File: config.mk
export PLATFORM = sky130hd
export DESIGN_NAME = ced_exception_detect
export DESIGN_NICKNAME = d
export VERILOG_FILES = /design/src/ced_pkg.sv /design/src/ced_exception_detect.sv /design/src/ced_opdec.sv
export SDC_FILE = /design/constraint.sdc
export NUM_CORES = 1
export LEC_CHECK = 0
export BUFFER_PORTS_ARGS = -buffer_cell sky130_fd_sc_hd__buf_4
export CAP_MARGIN = 5
export CORE_MARGIN = 2
export CORE_UTILIZATION = 52
export CTS_BUF_LIST = sky130_fd_sc_hd__clkbuf_16
export DETAILED_ROUTE_END_ITERATION = 10
export PLACE_DENSITY_LB_ADDON = 0.15
export SLEW_MARGIN = 0
export SYNTH_ARGS = -nofsm -noshare
export SYNTH_HDL_FRONTEND = slang
export SYNTH_SLANG_ARGS = --single-unit
File: constraint.sdc
create_clock -name mclk_i -period 4 [get_ports mclk_i]
set_input_delay 0.8 -clock mclk_i [delete_from_list [all_inputs] [get_ports mclk_i]]
set_output_delay 0.8 -clock mclk_i [all_outputs]
set_load 0.01 [all_outputs]
File: src/ced_pkg.sv
// constants and types for the exception detection block
package ced_pkg;
	// vector numbers
	localparam logic [7:0] VEC_ILLEGAL   = 8'h04;
	localparam logic [7:0] VEC_DIVZERO   = 8'h05;
	localparam logic [7:0] VEC_PRIV      = 8'h08;
	localparam logic [7:0] VEC_TRACE     = 8'h09;
	localparam logic [7:0] VEC_LINE_A    = 8'h0a;
	localparam logic [7:0] VEC_LINE_F    = 8'h0b;
	// vector table byte offset of the divide-by-zero entry
	localparam logic [11:0] OFS_DIVZERO  = 12'h014;
	// status word field positions
	localparam int TRACE_BIT_POS         = 15;
	localparam int SUPER_BIT_POS         = 13;
	// opcode group field
	localparam logic [3:0] LINE_A_GROUP  = 4'ha;
	localparam logic [3:0] LINE_F_GROUP  = 4'hf;
	// halt opcode with immediate status operand
	localparam logic [15:0] HALT_OPCODE  = 16'h4e72;
	// control register move opcode (supervisor only)
	localparam logic [15:0] CRM_OPCODE   = 16'h4e7b;
	// return from exception opcode (supervisor only)
	localparam logic [15:0] RTE_OPCODE   = 16'h4e73;
	// divide/remainder long group
	localparam logic [9:0] DIVL_OPHI     = 10'h131;
	// word divide groups: 1000 rrr x11 ...
	localparam logic [3:0] DIVW_GROUP    = 4'h8;
	localparam logic [1:0] DIVW_SIZE     = 2'h3;
	// exception kinds reported to the sequencer
	typedef enum logic [2:0] {
		EXC_NONE    = 3'b000,
		EXC_ILLEGAL = 3'b001,
		EXC_LINE_A  = 3'b010,
		EXC_LINE_F  = 3'b011,
		EXC_PRIV    = 3'b100,
		EXC_DIVZERO = 3'b101,
		EXC_TRACE   = 3'b110
	} ced_kind_type;
	// halt trace tracking state
	typedef enum logic [1:0] {
		HST_IDLE    = 2'b00,
		HST_PRE     = 2'b01,
		HST_POST    = 2'b10
	} ced_halt_type;
endpackage : ced_pkg
File: src/ced_exception_detect.sv
// exception detection between decode/execute and exception sequencer
`timescale 1ns/10ps
`default_nettype none
module ced_exception_detect (
	// clock and reset
	input  wire logic        mclk_i,
	input  wire logic        resetn_i,
	// instruction from decode, valid for one cycle per instruction
	input  wire logic        inst_valid_i,
	input  wire logic [15:0] opcode_i,
	input  wire logic [31:0] inst_pc_i,
	input  wire logic [31:0] next_pc_i,
	input  wire logic [15:0] halt_operand_i,
	input  wire logic        divisor_zero_i,
	// next instruction opcode, seen ahead of execution
	input  wire logic        lookahead_valid_i,
	input  wire logic [15:0] lookahead_opcode_i,
	// processor status word before this instruction
	input  wire logic [15:0] status_word_i,
	// instruction completion from execute
	input  wire logic        inst_done_i,
	// sequencer hand-off
	output logic             exc_valid_o,
	output logic [2:0]       exc_kind_o,
	output logic [7:0]       exc_vector_o,
	output logic [11:0]      exc_offset_o,
	output logic [31:0]      exc_pc_o,
	output logic [15:0]      exc_status_o,
	output logic             inhibit_o
);
	// decoder results for current instruction
	logic legal;
	logic line_a;
	logic line_f;
	logic super_only;
	logic divide;
	logic is_halt;
	// decoder results for look-ahead opcode
	logic la_halt;

	// current instruction classifier
	ced_opdec u_dec (
		.opcode_i     (opcode_i),
		.legal_o      (legal),
		.line_a_o     (line_a),
		.line_f_o     (line_f),
		.super_only_o (super_only),
		.divide_o     (divide),
		.halt_o       (is_halt)
	);

	// look-ahead classifier, only halt detection used
	ced_opdec u_la (
		.opcode_i     (lookahead_opcode_i),
		.legal_o      (),
		.line_a_o     (),
		.line_f_o     (),
		.super_only_o (),
		.divide_o     (),
		.halt_o       (la_halt)
	);

	// registered outputs
	logic                 next_exc_valid;
	ced_pkg::ced_kind_type next_kind;
	ced_pkg::ced_kind_type kind;
	logic [7:0]           next_vector;
	logic [11:0]          next_offset;
	logic [31:0]          next_pc;
	logic [15:0]          next_status;
	logic                 next_inhibit;
	// pending trace across the halt
	ced_pkg::ced_halt_type halt_st;
	ced_pkg::ced_halt_type next_halt_st;
	// held instruction info until completion
	logic                 pend;
	logic                 next_pend;
	logic [31:0]          pend_pc;
	logic [31:0]          next_pend_pc;
	logic [15:0]          pend_sw;
	logic [15:0]          next_pend_sw;
	logic                 pend_trace;
	logic                 next_pend_trace;
	logic                 pend_before_halt;
	logic                 next_pend_before_halt;

	// working terms
	logic user_mode;
	logic traced;
	logic fault_illegal;
	logic fault_priv;
	logic fault_div;
	logic [15:0] halt_sw;

	// next-state logic for reporting and trace tracking
	always_comb begin
		user_mode     = !status_word_i[ced_pkg::SUPER_BIT_POS];
		traced        = status_word_i[ced_pkg::TRACE_BIT_POS];
		// only the opcode word is judged, never extension words
		fault_illegal = !legal;
		fault_priv    = super_only && user_mode;
		fault_div     = divide && divisor_zero_i;
		halt_sw       = halt_operand_i;
		next_exc_valid = 1'b0;
		next_kind      = kind;
		next_vector    = exc_vector_o;
		next_offset    = exc_offset_o;
		next_pc        = exc_pc_o;
		next_status    = exc_status_o;
		next_inhibit   = 1'b0;
		next_halt_st   = halt_st;
		next_pend      = pend;
		next_pend_pc   = pend_pc;
		next_pend_sw   = pend_sw;
		next_pend_trace = pend_trace;
		next_pend_before_halt = pend_before_halt;
		if (inst_valid_i) begin
			// faults: fixed priority, exactly one reported
			if (line_a) begin
				next_exc_valid = 1'b1;
				next_kind      = ced_pkg::EXC_LINE_A;
				next_vector    = ced_pkg::VEC_LINE_A;
			end else if (line_f) begin
				next_exc_valid = 1'b1;
				next_kind      = ced_pkg::EXC_LINE_F;
				next_vector    = ced_pkg::VEC_LINE_F;
			end else if (fault_illegal) begin
				next_exc_valid = 1'b1;
				next_kind      = ced_pkg::EXC_ILLEGAL;
				next_vector    = ced_pkg::VEC_ILLEGAL;
			end else if (fault_priv) begin
				next_exc_valid = 1'b1;
				next_kind      = ced_pkg::EXC_PRIV;
				next_vector    = ced_pkg::VEC_PRIV;
			end else if (fault_div) begin
				next_exc_valid = 1'b1;
				next_kind      = ced_pkg::EXC_DIVZERO;
				next_vector    = ced_pkg::VEC_DIVZERO;
			end
			if (next_exc_valid) begin
				// fault: instruction suppressed, trace dropped
				next_inhibit   = 1'b1;
				next_offset    = {2'h0, next_vector, 2'h0};
				next_pc        = inst_pc_i;
				// stacked status carries trace at bit 15
				next_status    = status_word_i;
				next_pend      = 1'b0;
				next_halt_st   = ced_pkg::HST_IDLE;
			end else if (is_halt) begin
				// halt loads status; trace if old or new value traces
				next_pend       = 1'b1;
				next_pend_pc    = next_pc_i;
				next_pend_sw    = halt_sw;
				// traced already, or the new value turns tracing on
				next_pend_trace = traced ||
					halt_sw[ced_pkg::TRACE_BIT_POS];
				next_pend_before_halt = 1'b0;
				next_halt_st    = ced_pkg::HST_POST;
			end else begin
				// ordinary instruction, trace on completion
				next_pend       = 1'b1;
				next_pend_sw    = status_word_i;
				next_pend_trace = traced;
				// halt next: trace stacks the halt address
				next_pend_before_halt = traced && lookahead_valid_i &&
					la_halt;
				next_pend_pc    = next_pc_i;
				next_halt_st    = next_pend_before_halt ?
					ced_pkg::HST_PRE : ced_pkg::HST_IDLE;
			end
		end else if (pend && inst_done_i) begin
			next_pend = 1'b0;
			if (pend_trace) begin
				next_exc_valid = 1'b1;
				next_kind      = ced_pkg::EXC_TRACE;
				next_vector    = ced_pkg::VEC_TRACE;
				next_offset    = {2'h0, ced_pkg::VEC_TRACE, 2'h0};
				// pc of halt (pre) or after it (post / normal)
				next_pc        = pend_pc;
				next_status    = pend_sw;
			end
			next_halt_st = ced_pkg::HST_IDLE;
		end
		// divide-by-zero offset fixed by the table
		if (next_kind == ced_pkg::EXC_DIVZERO)
			next_offset = ced_pkg::OFS_DIVZERO;
	end

	// state and output registers
	always_ff @(posedge mclk_i or negedge resetn_i) begin
		if (!resetn_i) begin
			exc_valid_o      <= 1'b0;
			kind             <= ced_pkg::EXC_NONE;
			exc_vector_o     <= 8'h00;
			exc_offset_o     <= 12'h000;
			exc_pc_o         <= 32'h0000_0000;
			exc_status_o     <= 16'h0000;
			inhibit_o        <= 1'b0;
			halt_st          <= ced_pkg::HST_IDLE;
			pend             <= 1'b0;
			pend_pc          <= 32'h0000_0000;
			pend_sw          <= 16'h0000;
			pend_trace       <= 1'b0;
			pend_before_halt <= 1'b0;
		end else begin
			exc_valid_o      <= next_exc_valid;
			kind             <= next_kind;
			exc_vector_o     <= next_vector;
			exc_offset_o     <= next_offset;
			exc_pc_o         <= next_pc;
			exc_status_o     <= next_status;
			inhibit_o        <= next_inhibit;
			halt_st          <= next_halt_st;
			pend             <= next_pend;
			pend_pc          <= next_pend_pc;
			pend_sw          <= next_pend_sw;
			pend_trace       <= next_pend_trace;
			pend_before_halt <= next_pend_before_halt;
		end
	end

	// kind output straight from its register
	assign exc_kind_o = kind;
endmodule : ced_exception_detect
`default_nettype wire

File: src/ced_opdec.sv
// opcode classifier: legality, line groups, privilege, divide class
`timescale 1ns/10ps
`default_nettype none
module ced_opdec (
	// opcode word
	input  wire logic [15:0] opcode_i,
	// classification
	output logic             legal_o,
	output logic             line_a_o,
	output logic             line_f_o,
	output logic             super_only_o,
	output logic             divide_o,
	output logic             halt_o
);
	// combinational decode of the whole 16-bit word
	always_comb begin
		line_a_o     = (opcode_i[15:12] == ced_pkg::LINE_A_GROUP);
		line_f_o     = (opcode_i[15:12] == ced_pkg::LINE_F_GROUP);
		halt_o       = (opcode_i == ced_pkg::HALT_OPCODE);
		// halt, return from exception, control register move
		super_only_o = halt_o ||
			(opcode_i == ced_pkg::RTE_OPCODE) ||
			(opcode_i == ced_pkg::CRM_OPCODE);
		// word divides plus long divide/remainder group
		divide_o     = ((opcode_i[15:12] == ced_pkg::DIVW_GROUP) &&
			(opcode_i[7:6] == ced_pkg::DIVW_SIZE)) ||
			(opcode_i[15:6] == ced_pkg::DIVL_OPHI);
		// unsupported words: both line groups, the 4afc word and the all-zero word
		legal_o      = !line_a_o && !line_f_o &&
			(opcode_i != 16'h4afc) && (opcode_i != 16'h0000);
	end
endmodule : ced_opdec
`default_nettype wire

; Word level (Yosys, flattened, before mapping)
; Index checks and enable logic that the tools add are counted.
[classes]
n_reduce_logical = 23
bitwise_logic = 1
n_mux = 45
n_eq_ne = 12
[op_table]
columns = cell, count
row1 = two-way mux 32 bit, 4
row2 = two-way mux 16 bit, 5
row3 = two-way mux 8 bit, 8
row4 = two-way mux 12 bit, 5
row5 = equality test 16 x 15 -> 1 bit (second input constant), 3
row6 = two-way mux 3 bit, 8
row7 = inequality test 16 x 15 -> 1 bit (second input constant), 1
row8 = nonzero test 16 bit, 1
row9 = two-way mux 1 bit, 15
row10 = equality test 4 bit (second input constant), 3
row11 = equality test 10 x 9 -> 1 bit (second input constant), 1
row12 = logical AND 1 bit, 7
row13 = AND reduction 3 bit, 2
row14 = nonzero test 3 bit, 2
row15 = logical OR 1 bit, 4
row16 = AND reduction 2 bit, 2
row17 = nonzero test 2 bit, 2
row18 = equality test 3 bit (second input constant), 1
row19 = zero test 1 bit, 3
row20 = inequality test 3 x 1 -> 1 bit (second input constant), 1
row21 = equality test 2 bit (second input constant), 1
row22 = inequality test 2 x 1 -> 1 bit (second input constant), 1
row23 = inverter 1 bit, 1
[totals]
output_inout_bits = 73
in_bits = 134
wordCells = 92
ff_bits = 123

; Depth between registers and ports, before layout
[depth]
ltp_word = 13
mapped_depth = 9
mapped_depth_nobuf = 8

; By module
; Synthesis repeated with hierarchy kept, for this count alone.
[hier_totals]
cells_unflattened = 476
hier_area_um2 = 5446.5
[modules_own_cells]
columns = mod, area_per_inst_um2, instances, seq_area_each_um2, cells_each
row1 = ced_exception_detect, 5273.8, 1, 2977.9, 447
row2 = ced_opdec, 172.7, 1, 0.0, 29

; Least setup slack after synthesis
; No wires, ideal clock.
[synth_path]
kind = input to register
startpoint = in opcode_i[7]
endpoint = reg pend_pc[18]
t_arrival_ps = 2434
slack_ps = 1441
cell_stages = 7
setup_ps = 125
path_cell_list = or4b_4 nor4_4 nand2_4 nand4b_2 buf_4 buf_6 mux2_2
[synth_between]
elab_chain_len = 12
elab_cells_between_ends = 23
classes_between = eq/ne: 6 / mux: 6 / bitwise: 1 / reduce/logical: 10
[synth_lines]
columns = element, line_no
row1 = start: declaration, ced_exception_detect.sv:10  ; input wire logic [15:0] opcode_i,
row2 = branches (longest 6 deep; another with equality test 10 x 9 -> 1 bit), --
row3 = two-way mux 1 bit (*), ced_exception_detect.sv:127  ; end else if (fault_illegal) begin
row4 = two-way mux 1 bit (*), ced_exception_detect.sv:123  ; end else if (line_f) begin
row5 = two-way mux 1 bit (*), ced_exception_detect.sv:119  ; if (line_a) begin
row6 = two-way mux 1 bit (*), ced_exception_detect.sv:117  ; if (inst_valid_i) begin
row7 = inverter 1 bit (no source line) (*), --
row8 = AND reduction 2 bit (no source line) (*), --
row9 = end signal: assignment, ced_exception_detect.sv:215  ; pend_pc <= next_pend_pc;
row10 = end: declaration, ced_exception_detect.sv:78  ; logic [31:0] pend_pc;
; Every way passes the cells marked *. The select of a mux whose other input is x is not followed.
; A chain may end at the register's enable or synchronous reset.

; Worst setup path in the final report
[layout_path]
startpoint = in opcode_i[6]
endpoint = reg exc_offset_o[5]
[layout_between]
elab_chain_len = 13
elab_cells_between_ends = 40
classes_between = eq/ne: 8 / mux: 20 / reduce/logical: 12
[layout_lines]
columns = element, line_no
row1 = branches (longest 13 deep; another with equality test 10 x 9 -> 1 bit), --
row2 = end signal: assignment, ced_exception_detect.sv:209  ; exc_offset_o <= next_offset;
row3 = end: declaration, ced_exception_detect.sv:26  ; output logic [11:0] exc_offset_o,
; Parallel ways; which one is timed is not known. The select of a mux whose other input is x is not followed.

==> impl_metrics.ini <==
[logic_synthesis]
synth_cell_types = 44
async_flop_share = 1.00
yosysWarnings = 0
yosys-top-cells-area = dfrtp_1 (57%), mux2i_1 (12%), mux2_2 (6.9%)
synth_seq_cells = 119
syn_area_per_cell_um2 = 11.5
netlist_instances = 455
synth_top_area_cell = dfrtp_1
synth_top_area_frac = 0.567
synth-edff-count = 0
synth_area_um2 = 5250
yosysSeqAreaShare = 0.567
yosys_most_used_dff = dfrtp_1

[detailed_routing]
wl_per_cell_um = 16.4
route.detailed.drc = 0
wl_mm = 12.8
vias = 4140
via_per_inst = 5.29
drt_iter0_markers = 234
first_pass_iters = 5
ant_nets = 0

[power_and_ir_drop]
p_int_mw = 2.86
combPwrFrac = 0.171
vdd_ir_drop_max_mv = 0.307
p_per_area_nw_per_um2 = 514
swShare = 0.242
pwr-share-clk = 0.439
p_seq_frac = 0.390
switchingPower_mw = 0.914
p_leak_nw = 3.75
p_total_mw = 3.78

[worst_setup_path]
crit_chain = buf_4 -> nand4_1 -> nor4b_1 -> o21ai_1 -> nand4b_4 -> nand2_4 -> inv_1 -> o221a_2
path_class = in2reg
crit_slowest_cell = nand2_4
cpPeakStageDelay_ns = 0.86
rr_startpoint = pend
ff2ff_path_depth = 5
setup.worst_path.end = exc_offset_o[5]
r2r-end = exc_offset_o[5]
arrival_ns = 3.35
cp.required_ns = 4.29
startpoint = opcode_i[6]
path_max_fanout = 109
critPathCaptureType = flip-flop
r2r_slack_ns = 1.92
cp-start-kind = input pin

[sta]
relSlewSlack = 0.332
fin_tns_setup_ns = 0
setup_violations = 0
final-hold-violation-count = 0
clock_skew_ns = 0.00495
fin_crit_sh = 0.766
drv_slew = 0
rsz0062_at_grt = false
fmax_mhz = 326
worst_slew_pin_slew_ns = 1.00
period_needed_ns = 3.06

[grt]
grt_pass1_vias = 4337
grt_max_degree = 110
grt_overflow = 0
grt_use_total = 0.245
grt_antenna_before_repair = 0
grt_first_pass_wirelength_mm = 20.9

[clock_tree]
ctsHoldBuffers = 0
insertion_delay_ns = 0.40
ctsResizeCount = 0
numCtsBuffers = 17
clock-sinks = 119
cts_tree = built
postCtsSetupBuffers = 0
root_buffer = clkbuf_16
ctsHtreeMaxLevel = 4
clockBufferDepth = 2
clk_pin_slew_worst_paths_ns = 0.05

[floorplan]
core_area_um2 = 9770
rows = 36
io_pins = 207
dieArea_um2 = 10900
fp.dieW_um = 104
start_util = 0.537
die_y_um = 104

[placed_design]
place_congestion = 0.828
dp.cells = 752
hpwl_mm = 8.87
portBuffers = 185

[finish]
instances_no_fill = 783
drive_gt1_frac = 0.403
n_fill_cell = 656
final_net_count = 772
post-route-util = 0.751
diodes = 0
syn_to_final_growth_pct = 39.9

[worst_hold_path]
hold_path.class = reg2reg
hold_path_startpoint = pend_sw[5]
holdPathStages = 2

[job]
cap_violations = 0

[status]
status = finished clean
-- power groups by stage --
stage	combinational, mW	sequential [mW]	clock [mW]
4_1_cts	0.653	1.47	1.68
3_5_place_dp	0.647	1.49	0
6_report	0.645	1.47	1.66
3_3_place_gp	0.627	1.48	0
2_1_floorplan	0.256	1.52	0
5_1_grt	0.707	1.49	1.74
-- routing by layer --
layer / track usage / vias up / wire length (µm)
met4: 0.103 / 0 / 322
met3: 0.0796 / 27 / 1030
met1: 0.292 / 1992 / 5070
met5: 0 / - / 0
li1: - / 1957 / -
met2: 0.406 / 164 / 6420
-- through the flow --
step	setup slack, ns	instance area [µm²]	hold slack [ns]
6_report	0.936	7340	0.476
5_1_grt	0.737	7340	0.502
4_1_cts	0.975	7340	0.482
3_5_place_dp	0.553	6700	0.470
3_3_place_gp	0.614	6700	0.461
2_1_floorplan	1.44	5260	0.447
-- final cells by class --
type	instances	area, µm²	share of cell area
multi-input cells	305	2110	0.288
inverters	5	18.8	0.00256
clock inverters	14	215	0.0293
well taps	133	166	0.0227
flip-flops and latches	119	2980	0.406
clock buffers	17	425	0.0579
repair buffers	190	1430	0.194
-- sequential cells by signal, indices dropped and copies added (netlist names) --
register / count
exc_pc_o: 32
pend_pc: 32
exc_status_o: 16
pend_sw: 16
exc_offset_o: 8
exc_vector_o: 8
exc_kind_o: 3
exc_valid_o: 1
inhibit_o: 1
pend: 1
pend_trace: 1
-- Yosys cell counts (4+ instances only) --
master / instances
nand3_1: 5
o21ai_1: 20
o21ai_0: 47
buf_2: 6
nand4_1: 4
clkbuf_1: 14
buf_4: 5
and3_1: 4
a21oi_1: 8
mux2_2: 32
buf_6: 4
dfrtp_1: 119
nand2_1: 74
and2_1: 5
inv_1: 5
nor2_1: 7
mux2i_1: 64
-- how the worst min path moves through the flow --
| stage | slack (ns) | to |
|---|---|---|
| finish | 0.48 | pend_sw[5] |
| global route | 0.50 | exc_vector_o[5] |
| CTS | 0.48 | pend_sw[9] |
| detailed placement | 0.47 | pend_sw[5] |
| global placement | 0.46 | exc_vector_o[2] |
| floorplan | 0.45 | pend |
-- cell usage in the layout (no fill, tap or decap), types with 2 or more instances in the layout --
cell and n:
buf_4 190, dfrtp_1 119, nand2_1 74, mux2i_1 64, o21ai_0 47, mux2_2 32, o21ai_1 20, clkbuf_16 17
inv_1 8, a21oi_1 8, nor2_1 7, bufinv_16 6, nand3_1 5, and2_1 5, nand4_1 4, and3_1 4
conb_1 4, clkinv_2 4, nor3_1 3, or3_1 2, nand2_4 2, a31oi_1 2
-- critical path, delay by kind of cell --
| family | cells | cell delay (ns) |
|---|---|---|
| AND/OR/NAND/NOR | 4 | 1.48 |
| AO/OA/AOI/OAI | 2 | 0.73 |
| buffers and inverters | 2 | 0.33 |
-- kinds of logic (layout without fill, tap and decap cells) --
family          Yosys count  count (layout)  share of synthesized area
compound gates           85              85                     0.0889
xor+xnor                  1               1                    0.00167
buf+inv                  34             226                     0.0350
flops                   119             119                      0.567
mux                      96              96                      0.191
other cells               1               4                   0.000714
simple gates            119             119                      0.116
Power figures use the tool's default switching activity.
